File: config.mk
export PLATFORM = sky130hd
export DESIGN_NAME = ptp_packet_timestamp_detector
export DESIGN_NICKNAME = d
export VERILOG_FILES = /design/src/hw/ptp_packet_timestamp_detector.v
export VERILOG_INCLUDE_DIRS = /design/src /design/src/hw
export SDC_FILE = /design/constraint.sdc
export NUM_CORES = 2
export LEC_CHECK = 0
export BUFFER_PORTS_ARGS = -buffer_cell sky130_fd_sc_hd__buf_4
export CORE_MARGIN = 10
export CORE_UTILIZATION = 40
export CTS_BUF_LIST = sky130_fd_sc_hd__clkbuf_16
export DETAILED_ROUTE_END_ITERATION = 8
export SLEW_MARGIN = 20
export SYNTH_ARGS = -nofsm -noshare
export SYNTH_HDL_FRONTEND = slang
export SYNTH_HIERARCHICAL = 1
export SYNTH_SLANG_ARGS = --single-unit
File: constraint.sdc
create_clock -name clk_sys -period 12.1 [get_ports clk_sys]
set_input_delay 0 -clock clk_sys [delete_from_list [all_inputs] [get_ports clk_sys]]
set_output_delay 0 -clock clk_sys [all_outputs]
set_load 0.005 [all_outputs]
File: src/hw/ptp_detector_defs.vh
`ifndef PTP_DETECTOR_DEFS_VH
`define PTP_DETECTOR_DEFS_VH
// register byte offsets, port n at n*PORT_STRIDE
`define OFS_SYNC_CTL 8'h00
`define OFS_ADDR_CTL 8'h04
`define OFS_SYNC_TYPES 8'h08
`define OFS_VLAN_TYPES 8'h0c
`define OFS_PORT_STRIDE 8'h10
`define OFS_STATUS 8'h20
// port_sync_control_reg fields
`define CTL_RAW_EN 0
`define CTL_IPV6_EN 1
`define CTL_IPV4_EN 2
`define CTL_TYPE_B_EN 3
`define CTL_VLAN_A_EN 4
`define CTL_VLAN_B_EN 5
`define CTL_HOP_ACCEPT 6
`define CTL_MSG_MASK_LSB 16
// port_sync_addr_control_reg fields
`define ADR_UNICAST 0
`define ADR_G129 1
`define ADR_G130 2
`define ADR_G131 3
`define ADR_G132 4
`define ADR_G107 5
`define ADR_EVT_PORT 6
`define ADR_GEN_PORT 7
`define ADR_SCOPE_LSB 16
// reset values
`define RST_SYNC_CTL 32'h0000_0000
`define RST_ADDR_CTL 32'h0000_0000
`define RST_SYNC_TYPES 32'h0000_88f7
`define RST_VLAN_TYPES 32'h88a8_8100
// event type codes
`define EVT_RX 4'h3
`define EVT_TX 4'h4
// fixed field values
`define ETH_IPV6 16'h86dd
`define ETH_IPV4 16'h0800
`define IP_UDP 8'h11
`define MSG_OFS_RAW 8'h0e
`define MSG_OFS_IPV6 8'h3e
`define MSG_OFS_IPV4 8'h2a
`endif

File: src/hw/ptp_packet_timestamp_detector.v
// The implementer's own choices: the register offsets and register access over APB.
`timescale 1ns/1ps
`include "ptp_detector_defs.vh"

// byte-wise frame classifier, one per path
module sync_frame_parser #(
  parameter HOST_ONLY = 0
) (
  input wire clk_sys,
  input wire sys_rst,
  input wire byte_valid,
  input wire byte_first,
  input wire [7:0] byte_data,
  input wire src_is_host,
  input wire [31:0] ctl,
  input wire [31:0] adr,
  input wire [31:0] types,
  input wire [31:0] vlans,
  output reg match_r,
  output reg [3:0] msg_r,
  output reg [15:0] seq_r,
  output reg [7:0] dom_r
);
  localparam M_NONE = 2'd0;
  localparam M_RAW = 2'd1;
  localparam M_V6 = 2'd2;
  localparam M_V4 = 2'd3;
  reg [7:0] cnt_r;
  reg [1:0] tags_r;
  reg [1:0] mode_r;
  reg ok_r;
  reg done_r;
  reg host_r;
  reg [7:0] hi_r;
  wire [7:0] idx = byte_first ? 8'h00 : cnt_r;
  // tags_r: 1 tag a, 2 tag b, 3 tag a then b
  wire [7:0] shift = (tags_r == 2'd0) ? 8'h00 :
    ((tags_r == 2'd3) ? 8'h08 : 8'h04);
  wire [7:0] rel = idx - shift;
  wire [15:0] pair = {hi_r, byte_data};
  wire v6 = (mode_r == M_V6);
  wire v4 = (mode_r == M_V4);
  wire uni = adr[`ADR_UNICAST];
  wire [7:0] base = v6 ? `MSG_OFS_IPV6 : (v4 ? `MSG_OFS_IPV4 :
    `MSG_OFS_RAW);
  wire [7:0] m = rel - base;
  wire grp_ok = (pair == 16'h0181 && adr[`ADR_G129]) ||
    (pair == 16'h0182 && adr[`ADR_G130]) ||
    (pair == 16'h0183 && adr[`ADR_G131]) ||
    (pair == 16'h0184 && adr[`ADR_G132]) ||
    (pair == 16'h006b && adr[`ADR_G107]);
  wire port_ok = (pair == 16'h013f && adr[`ADR_EVT_PORT]) ||
    (pair == 16'h0140 && adr[`ADR_GEN_PORT]);
  wire [15:0] scope = adr[31:`ADR_SCOPE_LSB];
  wire [15:0] kinds = ctl[31:`CTL_MSG_MASK_LSB];
  reg fail;
  always @* begin
    fail = 1'b0;
    if (v6) begin
      if (rel == 8'd14 && byte_data[7:4] != 4'h6) fail = 1'b1;
      if (rel == 8'd20 && byte_data != `IP_UDP) fail = 1'b1;
      if (rel == 8'd21 && byte_data != 8'h01) fail = 1'b1;
      if (!uni) begin
        if (rel == 8'd38 && byte_data != 8'hff) fail = 1'b1;
        if (rel == 8'd39 && (byte_data[7:4] != 4'h0 ||
          !scope[byte_data[3:0]])) fail = 1'b1;
        if (rel >= 8'd40 && rel <= 8'd51 && byte_data != 8'h00)
          fail = 1'b1;
        if (rel == 8'd53 && !grp_ok) fail = 1'b1;
      end
      if (rel == 8'd57 && !port_ok) fail = 1'b1;
    end
    if (v4) begin
      if (rel == 8'd14 && byte_data != 8'h45) fail = 1'b1;
      if (rel == 8'd20 && byte_data[4:0] != 5'h00) fail = 1'b1;
      if (rel == 8'd21 && byte_data != 8'h00) fail = 1'b1;
      if (rel == 8'd22 && byte_data != 8'h00 && !ctl[`CTL_HOP_ACCEPT])
        fail = 1'b1;
      if (rel == 8'd23 && byte_data != `IP_UDP) fail = 1'b1;
      if (!uni) begin
        if (rel == 8'd30 && byte_data != 8'he0) fail = 1'b1;
        if (rel == 8'd31 && byte_data != 8'h00) fail = 1'b1;
        if (rel == 8'd33 && !grp_ok) fail = 1'b1;
      end
      if (rel == 8'd37 && !port_ok) fail = 1'b1;
    end
  end
  wire ok_now = byte_first ? 1'b1 : ok_r;
  wire host_now = byte_first ? src_is_host : host_r;
  wire live = byte_valid && ok_now && !(done_r && !byte_first);
  wire tag_a = ctl[`CTL_VLAN_A_EN] && pair == vlans[15:0];
  wire tag_b = ctl[`CTL_VLAN_B_EN] && pair == vlans[31:16];
  wire raw_hit = pair == types[15:0] ||
    (ctl[`CTL_TYPE_B_EN] && pair == types[31:16]);
  always @(posedge clk_sys) begin
    if (sys_rst) begin
      cnt_r <= 8'h00;
      tags_r <= 2'd0;
      mode_r <= M_NONE;
      ok_r <= 1'b0;
      done_r <= 1'b1;
      host_r <= 1'b0;
      hi_r <= 8'h00;
      match_r <= 1'b0;
      msg_r <= 4'h0;
      seq_r <= 16'h0000;
      dom_r <= 8'h00;
    end else begin
      match_r <= 1'b0;
      if (byte_valid) begin
        hi_r <= byte_data;
        if (idx != 8'hff) cnt_r <= idx + 8'h01;
        if (byte_first) begin
          tags_r <= 2'd0;
          mode_r <= M_NONE;
          done_r <= 1'b0;
          host_r <= src_is_host;
        end
        ok_r <= ok_now && !fail;
      end
      if (live && mode_r == M_NONE && rel == 8'd13) begin
        // each tag pushes later fields down by four bytes
        if (tags_r == 2'd0 && (tag_a || tag_b)) begin
          tags_r <= {1'b0, 1'b1} + {1'b0, tag_b && !tag_a};
        end else if (tags_r == 2'd1 && tag_b) begin
          tags_r <= 2'd3;
        end else if (ctl[`CTL_RAW_EN] && raw_hit) begin
          mode_r <= M_RAW;
        end else if (ctl[`CTL_IPV6_EN] && pair == `ETH_IPV6) begin
          mode_r <= M_V6;
        end else if (ctl[`CTL_IPV4_EN] && pair == `ETH_IPV4) begin
          mode_r <= M_V4;
        end else begin
          ok_r <= 1'b0;
        end
      end
      if (live && mode_r != M_NONE && !fail) begin
        if (m == 8'd0) msg_r <= byte_data[3:0];
        if (m == 8'd4) dom_r <= byte_data;
        if (m == 8'd30) seq_r[15:8] <= byte_data;
        if (m == 8'd31) begin
          seq_r[7:0] <= byte_data;
          done_r <= 1'b1;
          match_r <= kinds[msg_r] &&
            (host_now || HOST_ONLY == 0);
        end
      end
    end
  end
endmodule // sync_frame_parser

module ptp_packet_timestamp_detector #(
  parameter NPORTS = 2
) (
  input wire clk_sys,
  input wire sys_rst,
  input wire [7:0] paddr,
  input wire psel,
  input wire penable,
  input wire pwrite,
  input wire [31:0] pwdata,
  output reg [31:0] prdata,
  output reg pready,
  output reg pslverr,
  input wire timestamp_ref_clock,
  input wire [31:0] ts_value,
  input wire [NPORTS-1:0] rx_byte_valid,
  input wire [NPORTS-1:0] rx_byte_first,
  input wire [NPORTS*8-1:0] rx_byte_data,
  input wire [NPORTS-1:0] rx_sfd,
  input wire [NPORTS-1:0] tx_byte_valid,
  input wire [NPORTS-1:0] tx_byte_first,
  input wire [NPORTS*8-1:0] tx_byte_data,
  input wire [NPORTS-1:0] tx_from_host,
  input wire [NPORTS-1:0] tx_sfd,
  input wire evt_ready,
  output reg evt_valid,
  output reg [31:0] evt_timestamp,
  output reg [1:0] evt_port,
  output reg [3:0] evt_type,
  output reg [3:0] evt_msg_type,
  output reg [15:0] evt_seq_id,
  output reg [7:0] evt_domain
);
  localparam NS = 2 * NPORTS;
  reg [31:0] ctl_r [0:NPORTS-1];
  reg [31:0] adr_r [0:NPORTS-1];
  reg [31:0] typ_r [0:NPORTS-1];
  reg [31:0] vln_r [0:NPORTS-1];
  reg [15:0] evt_cnt_r;
  reg ref_q_r;
  wire ref_edge = timestamp_ref_clock ^ ref_q_r;
  wire [NS-1:0] pend;
  wire [NS*32-1:0] s_ts;
  wire [NS*4-1:0] s_msg;
  wire [NS*16-1:0] s_seq;
  wire [NS*8-1:0] s_dom;
  wire free = !evt_valid || evt_ready;
  wire [NS-1:0] gnt = pend & (~pend + 1'b1) & {NS{free}};
  // apb: one wait state, pready from a flop
  wire acc = psel && penable && pready;
  integer i;
  reg [31:0] rd;
  reg hit;
  always @* begin
    rd = 32'h0000_0000;
    hit = 1'b0;
    for (i = 0; i < NPORTS; i = i + 1) begin
      if (paddr == `OFS_SYNC_CTL + i * `OFS_PORT_STRIDE) begin
        rd = ctl_r[i];
        hit = 1'b1;
      end else if (paddr == `OFS_ADDR_CTL + i * `OFS_PORT_STRIDE) begin
        rd = adr_r[i];
        hit = 1'b1;
      end else if (paddr == `OFS_SYNC_TYPES + i * `OFS_PORT_STRIDE) begin
        rd = typ_r[i];
        hit = 1'b1;
      end else if (paddr == `OFS_VLAN_TYPES + i * `OFS_PORT_STRIDE) begin
        rd = vln_r[i];
        hit = 1'b1;
      end
    end
    if (paddr == `OFS_STATUS) begin
      rd = {evt_cnt_r, {(16 - NS){1'b0}}, pend};
      hit = 1'b1;
    end
  end
  always @(posedge clk_sys) begin
    if (sys_rst) begin
      pready <= 1'b0;
      pslverr <= 1'b0;
      prdata <= 32'h0000_0000;
      ref_q_r <= 1'b0;
      for (i = 0; i < NPORTS; i = i + 1) begin
        ctl_r[i] <= `RST_SYNC_CTL;
        adr_r[i] <= `RST_ADDR_CTL;
        typ_r[i] <= `RST_SYNC_TYPES;
        vln_r[i] <= `RST_VLAN_TYPES;
      end
    end else begin
      ref_q_r <= timestamp_ref_clock;
      pready <= psel && penable && !pready;
      pslverr <= psel && penable && !pready && !hit;
      prdata <= (psel && !pwrite) ? rd : 32'h0000_0000;
      if (acc && pwrite) begin
        for (i = 0; i < NPORTS; i = i + 1) begin
          if (paddr == `OFS_SYNC_CTL + i * `OFS_PORT_STRIDE)
            ctl_r[i] <= pwdata;
          else if (paddr == `OFS_ADDR_CTL + i * `OFS_PORT_STRIDE)
            adr_r[i] <= pwdata;
          else if (paddr == `OFS_SYNC_TYPES + i * `OFS_PORT_STRIDE)
            typ_r[i] <= pwdata;
          else if (paddr == `OFS_VLAN_TYPES + i * `OFS_PORT_STRIDE)
            vln_r[i] <= pwdata;
        end
      end
    end
  end
  genvar p;
  generate
    for (p = 0; p < NPORTS; p = p + 1) begin : port
      wire rx_hit;
      wire tx_hit;
      wire [3:0] rx_msg;
      wire [3:0] tx_msg;
      wire [15:0] rx_seq;
      wire [15:0] tx_seq;
      wire [7:0] rx_dom;
      wire [7:0] tx_dom;
      reg rx_wait_r, rx_tsv_r, tx_arm_r, tx_wait_r;
      reg [31:0] rx_ts_r;
      reg [3:0] arm_msg_r;
      reg [15:0] arm_seq_r;
      reg [7:0] arm_dom_r;
      reg rp_r, tp_r;
      reg [31:0] rp_ts_r, tp_ts_r;
      reg [3:0] rp_msg_r, tp_msg_r;
      reg [15:0] rp_seq_r, tp_seq_r;
      reg [7:0] rp_dom_r, tp_dom_r;
      wire rx_push = rx_hit && rx_tsv_r;
      wire tx_push = tx_wait_r && ref_edge;
      sync_frame_parser #(.HOST_ONLY(0)) rx_parse (
        .clk_sys(clk_sys),
        .sys_rst(sys_rst),
        .byte_valid(rx_byte_valid[p]),
        .byte_first(rx_byte_first[p]),
        .byte_data(rx_byte_data[p*8 +: 8]),
        .src_is_host(1'b1),
        .ctl(ctl_r[p]),
        .adr(adr_r[p]),
        .types(typ_r[p]),
        .vlans(vln_r[p]),
        .match_r(rx_hit),
        .msg_r(rx_msg),
        .seq_r(rx_seq),
        .dom_r(rx_dom)
      );
      sync_frame_parser #(.HOST_ONLY(1)) tx_parse (
        .clk_sys(clk_sys),
        .sys_rst(sys_rst),
        .byte_valid(tx_byte_valid[p]),
        .byte_first(tx_byte_first[p]),
        .byte_data(tx_byte_data[p*8 +: 8]),
        .src_is_host(tx_from_host[p]),
        .ctl(ctl_r[p]),
        .adr(adr_r[p]),
        .types(typ_r[p]),
        .vlans(vln_r[p]),
        .match_r(tx_hit),
        .msg_r(tx_msg),
        .seq_r(tx_seq),
        .dom_r(tx_dom)
      );
      always @(posedge clk_sys) begin
        if (sys_rst) begin
          rx_wait_r <= 1'b0;
          rx_tsv_r <= 1'b0;
          rx_ts_r <= 32'h0000_0000;
          tx_arm_r <= 1'b0;
          tx_wait_r <= 1'b0;
          arm_msg_r <= 4'h0;
          arm_seq_r <= 16'h0000;
          arm_dom_r <= 8'h00;
        end else begin
          // rx stamp taken for every frame at the next ref edge
          if (rx_sfd[p]) begin
            rx_wait_r <= 1'b1;
            rx_tsv_r <= 1'b0;
          end else if (rx_wait_r && ref_edge) begin
            rx_wait_r <= 1'b0;
            rx_tsv_r <= 1'b1;
            rx_ts_r <= ts_value;
          end else if (rx_push || (rx_byte_first[p] &&
            rx_byte_valid[p])) begin
            rx_tsv_r <= rx_push ? 1'b0 : rx_tsv_r;
          end
          if (tx_hit) begin
            tx_arm_r <= 1'b1;
            arm_msg_r <= tx_msg;
            arm_seq_r <= tx_seq;
            arm_dom_r <= tx_dom;
          end else if (tx_sfd[p] && tx_arm_r) begin
            tx_arm_r <= 1'b0;
            tx_wait_r <= 1'b1;
          end else if (tx_push) begin
            tx_wait_r <= 1'b0;
          end
        end
      end
      always @(posedge clk_sys) begin
        if (sys_rst) begin
          rp_r <= 1'b0;
          tp_r <= 1'b0;
          rp_ts_r <= 32'h0000_0000;
          tp_ts_r <= 32'h0000_0000;
          rp_msg_r <= 4'h0;
          tp_msg_r <= 4'h0;
          rp_seq_r <= 16'h0000;
          tp_seq_r <= 16'h0000;
          rp_dom_r <= 8'h00;
          tp_dom_r <= 8'h00;
        end else begin
          // a new push wins over the grant clearing the slot
          if (rx_push) begin
            rp_r <= 1'b1;
            rp_ts_r <= rx_ts_r;
            rp_msg_r <= rx_msg;
            rp_seq_r <= rx_seq;
            rp_dom_r <= rx_dom;
          end else if (gnt[2*p]) begin
            rp_r <= 1'b0;
          end
          if (tx_push) begin
            tp_r <= 1'b1;
            tp_ts_r <= ts_value;
            tp_msg_r <= arm_msg_r;
            tp_seq_r <= arm_seq_r;
            tp_dom_r <= arm_dom_r;
          end else if (gnt[2*p+1]) begin
            tp_r <= 1'b0;
          end
        end
      end
      assign pend[2*p +: 2] = {tp_r, rp_r};
      assign s_ts[64*p +: 64] = {tp_ts_r, rp_ts_r};
      assign s_msg[8*p +: 8] = {tp_msg_r, rp_msg_r};
      assign s_seq[32*p +: 32] = {tp_seq_r, rp_seq_r};
      assign s_dom[16*p +: 16] = {tp_dom_r, rp_dom_r};
    end
  endgenerate
  integer s;
  always @(posedge clk_sys) begin
    if (sys_rst) begin
      evt_valid <= 1'b0;
      evt_timestamp <= 32'h0000_0000;
      evt_port <= 2'd0;
      evt_type <= 4'h0;
      evt_msg_type <= 4'h0;
      evt_seq_id <= 16'h0000;
      evt_domain <= 8'h00;
      evt_cnt_r <= 16'h0000;
    end else begin
      if (free) evt_valid <= |gnt;
      if (|gnt) evt_cnt_r <= evt_cnt_r + 16'h0001;
      for (s = 0; s < NS; s = s + 1) begin
        if (gnt[s]) begin
          evt_timestamp <= s_ts[32*s +: 32];
          evt_port <= s[2:1] + 2'd1;
          evt_type <= s[0] ? `EVT_TX : `EVT_RX;
          evt_msg_type <= s_msg[4*s +: 4];
          evt_seq_id <= s_seq[16*s +: 16];
          evt_domain <= s_dom[8*s +: 8];
        end
      end
    end
  end
endmodule // ptp_packet_timestamp_detector
Word level (Yosys, flattened, before mapping)
Memories as Yosys holds them, arrays and structs flattened. Cells that the tools add are included.

Memory bits (read-only): 0. Bits in latches: 0. Bits in writable memories: 256. Bits in registers: 695. Memories kept: 4. Input port bits: 125. Output and inout port bits: 101. Logic and storage cells: 1017.

Memory list: adr_r (words 2, width 32, read ports 2, clocked after memory_dff 0, wr ports 2, line ptp_packet_timestamp_detector.v:187) `reg [31:0] adr_r [0:NPORTS-1];`; ctl_r (words 2, width 32, read ports 2, clocked after memory_dff 0, wr ports 2, line ptp_packet_timestamp_detector.v:186) `reg [31:0] ctl_r [0:NPORTS-1];`; typ_r (words 2, width 32, read ports 2, clocked after memory_dff 0, wr ports 2, line ptp_packet_timestamp_detector.v:188) `reg [31:0] typ_r [0:NPORTS-1];`; vln_r (words 2, width 32, read ports 2, clocked after memory_dff 0, wr ports 2, line ptp_packet_timestamp_detector.v:189) `reg [31:0] vln_r [0:NPORTS-1];`.

Shift operators: 0. Bitwise gates (word level): 25. Equality and inequality tests: 172. Div/mod/pow operators: 0. Magnitude comparators: 16. $add $sub $neg: 18. Muxes and demuxes: 343. $mul: 0. Reduce and logical (&&, ||, !) cells: 342.

Operators by type and width (number): 2-to-1 mux 32 bit (21); equality test 16 x 9 -> 1 bit (second input constant) (24); equality test 8 x 5 -> 1 bit (second input constant) (36); equality test 16 bit (16); 2-to-1 mux 1 bit (222); equality test 8 x 6 -> 1 bit (second input constant) (25); logical AND 1 bit (190); 2-to-1 mux 8 bit (16); 2-to-1 mux 2 bit (56); != test 8 bit (second input constant) (12); equality test 8 x 4 -> 1 bit (second input constant) (10); equality test 16 x 12 -> 1 bit (second input constant) (4); equality test 16 bit (second input constant) (4); equality test 16 x 7 -> 1 bit (second input constant) (4); 2-to-1 mux 16 bit (4); subtractor 8 bit (8); AND reduction 2 bit (26); equality test 8 x 3 -> 1 bit (second input constant) (5); zero test 8 bit (5); less-than comparator 4 x 5 -> 1 bit (second input constant) (8); nonzero test 2 bit (19); logical OR 1 bit (35); zero test 1 bit (34); adder 8 x 1 -> 8 bit (second input constant) (4); 28 further kinds (128).

Longest topological paths before layout
Word-level depth: 36. Mapped depth: 18. Mapped depth without buffers: 15.

Hierarchy
The synthesis kept the hierarchy.

By module, submodules not included: ptp_packet_timestamp_detector (cells each 2988, seq. area each 17456.7 µm², instances 1, area an instance 29480.8 µm²); sync_frame_parser (port[1].tx_parse) (cells each 553, seq. area each 1041.0 µm², instances 1, area an instance 4712.0 µm²); sync_frame_parser (port[0].tx_parse) (cells each 540, seq. area each 1041.0 µm², instances 1, area an instance 4569.4 µm²); sync_frame_parser (port[1].rx_parse) (cells each 534, seq. area each 1021.0 µm², instances 1, area an instance 4539.4 µm²); sync_frame_parser (port[0].rx_parse) (cells each 511, seq. area each 1021.0 µm², instances 1, area an instance 4399.2 µm²).

Worst setup path before layout
Ideal clock, no wire load.

Kind: input to register. Start point: in tx_byte_first[0]. End point: reg port[0].tx_parse.match_r. Stages: 17. Path slack: 8.296 ns. Arrival: 3.717 ns. Cells stage by stage: buf_2 > clkbuf_1 > clkbuf_1 > nand2b_1 > ha_1 > inv_1 > fa_1 > xnor2_1 > ha_1 > nand3_1 > nor2_1 > nor3_1 > mux2i_1 > nor4_1 > nand3_2 > buf_6 > nor4b_4.

Longest elaborated chain between the ends: 29.

Ends and longest elaborated chain: from (decl) (line ptp_packet_timestamp_detector.v:172) `input wire [NPORTS-1:0] tx_byte_first,`; 2-to-1 mux 8 bit (line ptp_packet_timestamp_detector.v:35) `wire [7:0] idx = byte_first ? 8'h00 : cnt_r;`; subtractor 8 bit (line ptp_packet_timestamp_detector.v:39) `wire [7:0] rel = idx - shift;`; equality test 8 x 4 -> 1 bit (line ptp_packet_timestamp_detector.v:60, ptp_packet_timestamp_detector.v:74); logical AND 1 bit (line ptp_packet_timestamp_detector.v:60) `if (rel == 8'd14 && byte_data[7:4] != 4'h6) fail = 1'b1;`; 2-to-1 mux 1 bit (line ptp_packet_timestamp_detector.v:60); 2-to-1 mux 1 bit (line ptp_packet_timestamp_detector.v:61) `` if (rel == 8'd20 && byte_data != `IP_UDP) fail = 1'b1; ``; 2-to-1 mux 1 bit (line ptp_packet_timestamp_detector.v:62) `if (rel == 8'd21 && byte_data != 8'h01) fail = 1'b1;`; 2-to-1 mux 1 bit (line ptp_packet_timestamp_detector.v:64) `if (rel == 8'd38 && byte_data != 8'hff) fail = 1'b1;`; (+13 left out); 2-to-1 mux 1 bit (line ptp_packet_timestamp_detector.v:83) `if (rel == 8'd33 && !grp_ok) fail = 1'b1;`; 2-to-1 mux 1 bit (line ptp_packet_timestamp_detector.v:80) `if (!uni) begin`; 2-to-1 mux 1 bit (line ptp_packet_timestamp_detector.v:85) `if (rel == 8'd37 && !port_ok) fail = 1'b1;`; 2-to-1 mux 1 bit (line ptp_packet_timestamp_detector.v:73) `if (v4) begin`; zero test 1 bit (line ptp_packet_timestamp_detector.v:137) `if (live && mode_r != M_NONE && !fail) begin`; logical AND 1 bit (line ptp_packet_timestamp_detector.v:137); NOT 1 bit (no source line); OR reduction 3 bit (no source line); to (signal assigned) (line ptp_packet_timestamp_detector.v:144) `match_r <= kinds[msg_r] &&`; to (decl) (line ptp_packet_timestamp_detector.v:19) `output reg match_r,`.

Parallel ways exist; a longest one is shown, timed or not. A chain may end at the register's enable or synchronous reset.

Final worst setup path
Start point: reg port[0].rx_parse.tags_r[0]. End point: reg port[0].rx_parse.seq_r[5].

Longest elaborated chain between the ends: 30.

Ends and longest elaborated chain: from (decl) (line ptp_packet_timestamp_detector.v:29) `reg [1:0] tags_r;`; from (signal assigned) (line ptp_packet_timestamp_detector.v:124) `tags_r <= {1'b0, 1'b1} + {1'b0, tag_b && !tag_a};`; equality test 2 bit (line ptp_packet_timestamp_detector.v:38) `((tags_r == 2'd3) ? 8'h08 : 8'h04);`; 2-to-1 mux 4 bit (line ptp_packet_timestamp_detector.v:38); 2-to-1 mux 8 bit (*) (line ptp_packet_timestamp_detector.v:37) `wire [7:0] shift = (tags_r == 2'd0) ? 8'h00 :`; subtractor 8 bit (*) (line ptp_packet_timestamp_detector.v:39); equality test 8 x 4 -> 1 bit (line ptp_packet_timestamp_detector.v:60, ptp_packet_timestamp_detector.v:74); logical AND 1 bit (line ptp_packet_timestamp_detector.v:60); 2-to-1 mux 1 bit (line ptp_packet_timestamp_detector.v:60); 2-to-1 mux 1 bit (line ptp_packet_timestamp_detector.v:61); (+14 left out); 2-to-1 mux 1 bit (line ptp_packet_timestamp_detector.v:82) `if (rel == 8'd31 && byte_data != 8'h00) fail = 1'b1;`; 2-to-1 mux 1 bit (line ptp_packet_timestamp_detector.v:83); 2-to-1 mux 1 bit (line ptp_packet_timestamp_detector.v:80); 2-to-1 mux 1 bit (line ptp_packet_timestamp_detector.v:85); 2-to-1 mux 1 bit (line ptp_packet_timestamp_detector.v:73); zero test 1 bit (line ptp_packet_timestamp_detector.v:137); logical AND 1 bit (line ptp_packet_timestamp_detector.v:137); AND reduction 2 bit (no source line) (*); to (signal assigned) (line ptp_packet_timestamp_detector.v:142) `seq_r[7:0] <= byte_data;`; to (decl) (line ptp_packet_timestamp_detector.v:21) `output reg [15:0] seq_r,`.

Every way passes the cells marked *; elsewhere a longest branch is shown, timed or not.

==> metrics.txt <==
outcome finished clean; post-route core utilization 46.26%; number of placed cells counting well taps 6,534; full die area 133,500 um^2; Clock Latency Late Sink about 0.7 ns; Placement Setup Slack 7.670 ns; multi-input logic area around 24,000 um^2; vias in the first global route approximately 38,000; syn nets 5,307; Critical Path Fanout Max 10; Startpoint Class flip-flop; fill cell count 11,321; FF-to-FF End port[0].rx_parse/seq_r[5]$_SDFFE_PP0P_; switching portion of total power 25.08%; Detailed Routing Iterations Pass 1 6; Post-DP HPWL 121.3 mm; time the worst path needs with I/O delays and setup 4.092 ns; R2R Setup Slk ~8 ns; Placeable Area 118,200 um^2; internal power approximately 5.2 mW; DRC 0; worst hold path class in2reg; WS Path Type reg2reg; Final Max Slew Viols 0; grt ovf 0; number of max-cap violations 0; share of post-route cells with drive strength above 1 12.26%; CTS tree built; DRT antenna net count 0; die width 365.3 um; WP data required 12.73 ns; Rows 126; initial antenna violation count 5; CTS Sinks 950; IO Count 226; Rel. slew slack between 20% and 30%; pin count of the biggest net entering global routing 218; DR vias/cell 5.865; Clock power frac 45.0%; total power 6.988 mW; Cell Pwr Density between 100 and 150 nW/um^2; H-tree depth 3; first-pass GRT wire length roughly 250 mm; via count 40,266; Num CTS Buffers 102; CTS root buf clkbuf_16; final hold vios 0; warnings from Yosys 6; Total GRT Usage 24.95%; CP Capture Type flip-flop; final worst setup slack 8.008 ns; maximum vdd ir drop 0.1321 mV; post-DR wirelength/cell 25.26 um; IO Port Bufs 224; die outline height around 370 um; Setup crit end port[0].rx_parse/seq_r[5]$_SDFFE_PP0P_; LEAKAGE 19.17 nW; Final Cycle Share 33.82%; most frequent cells in the layout nand2_1, dfxtp_1, a21oi_1; commonest non-fill, non-tap cell in the layout nand2_1; Nets 5,420; final setup TNS 0 ns; First DRT Iteration DRCs ~4,500; Comb power frac 6.7%; RR Startpoint port[0].rx_parse/tags_r[0]$_SDFF_PP0_; Slew @ Worst Pin 1.181 ns; crit path from port[0].rx_parse/tags_r[0]$_SDFF_PP0_; Worst Path Arrival 4.72 ns; CTS Buffer Depth 3; mapped cell area between 40,000 and 50,000 um^2; RSZ-0062 raised after global routing no; cells after synthesis 5,125; Setup Skew 0.04666 ns; Seq. cell area 21,580 um^2; Initial Utilization approximately 40%; detailed-route wire length 173.4 mm; Sequential Power Share between 40% and 50%; setup bufs post-CTS 0; Reg2Reg Depth 14; Peak Freq 244.4 MHz; clock slew seen by the registers of the worst setup and hold paths about 0.060 ns; endpoints failing setup 0; Psw 1.753 mW; Non-Filler Instances 6,866; P&R area growth vs syn 14.67%; Mean Syn Cell Area 9.307 um^2; placer congestion estimate 0.9778
==> power by group through the flow <==
stage	Clock (mW)	Combinational, mW	Sequential (mW)
floorplan	0	0.288	3.39
global placement	0	0.421	3.44
detailed placement	0	0.423	3.44
CTS	3.18	0.461	3.37
global route	3.31	0.500	3.37
finish	3.15	0.470	3.37
==> through the flow <==
| stage | hold WS [ns] | area [um^2] |
|---|---|---|
| floorplan | 0.07847 | 47700 |
| global placement | 0.2057 | 49960 |
| detailed placement | 0.2105 | 49960 |
| CTS | 0.0007052 | 54680 |
| global route | 0.03896 | 54690 |
| finish | 0.04752 | 54700 |
==> registers in the layout (all words and copies together), names as in the netlist, 32 cells and up <==
register	count
adr_r	64
ctl_r	64
evt_timestamp	32
port.arm_seq_r	32
port.rp_seq_r	32
port.rp_ts_r	64
port.rx_parse/seq_r	32
port.rx_ts_r	64
port.tp_seq_r	32
port.tp_ts_r	64
port.tx_parse/seq_r	32
prdata	32
typ_r	64
vln_r	64
==> how the worst min path moves through the flow <==
| stage | start | end | slack [ns] | cells after the start |
|---|---|---|---|---|
| 2_1_floorplan | rx_sfd[0] | port[0].rx_tsv_r$_SDFFE_PP0P_ | 0.08 | 1 |
| 3_3_place_gp | rx_sfd[1] | port[1].rx_tsv_r$_SDFFE_PP0P_ | 0.21 | 2 |
| 3_5_place_dp | rx_sfd[1] | port[1].rx_tsv_r$_SDFFE_PP0P_ | 0.21 | 2 |
| 4_1_cts | paddr[5] | prdata[21]$_SDFF_PP0_ | 0.0007 | 4 |
| 5_1_grt | paddr[0] | prdata[10]$_SDFF_PP0_ | 0.04 | 5 |
| 6_report | paddr[1] | prdata[12]$_SDFF_PP0_ | 0.05 | 5 |
==> critical path: stages, from the launching register on <==
cell and delay, ns:
dfxtp_1 0.38, inv_1 0.06, ha_1 0.28, ha_1 0.16
inv_1 0.06, fa_1 0.56, xnor2_1 0.30, ha_1 0.35
a31oi_1 0.22, xnor2_1 0.09, nor3_1 0.15, nand2_1 0.12
a211oi_4 0.33, nand3_1 0.59, mux2i_1 0.35
==> area by class of cell <==
| cell class | count | share of cell area (%) |
|---|---|---|
| Multi-Input combinational cell | 3707 | 44.17 |
| Tap cell | 1536 | 3.514 |
| Timing Repair Buffer | 396 | 6.140 |
| Clock buffer | 104 | 4.758 |
| Sequential cell | 950 | 39.46 |
| Inverter | 81 | 0.5559 |
| Antenna cell | 3 | 0.01373 |
| Clock inverter | 89 | 1.384 |
==> metal layers <==
layer	vias up	GRT usage, %	share of wire (%)
met3	409	4.577	7.7
met5	-	0	0.017
met4	4	13.86	6.2
met1	19541	32.65	42
li1	18501	-	-
met2	1811	38.70	44
==> timing repair <==
action                    in CTS  in global routing
hold buffers                 136                  0
gates resized for setup        0                  0
hold endpoints to repair     610                  0
No activity file was read; power rests on OpenSTA's default activity.
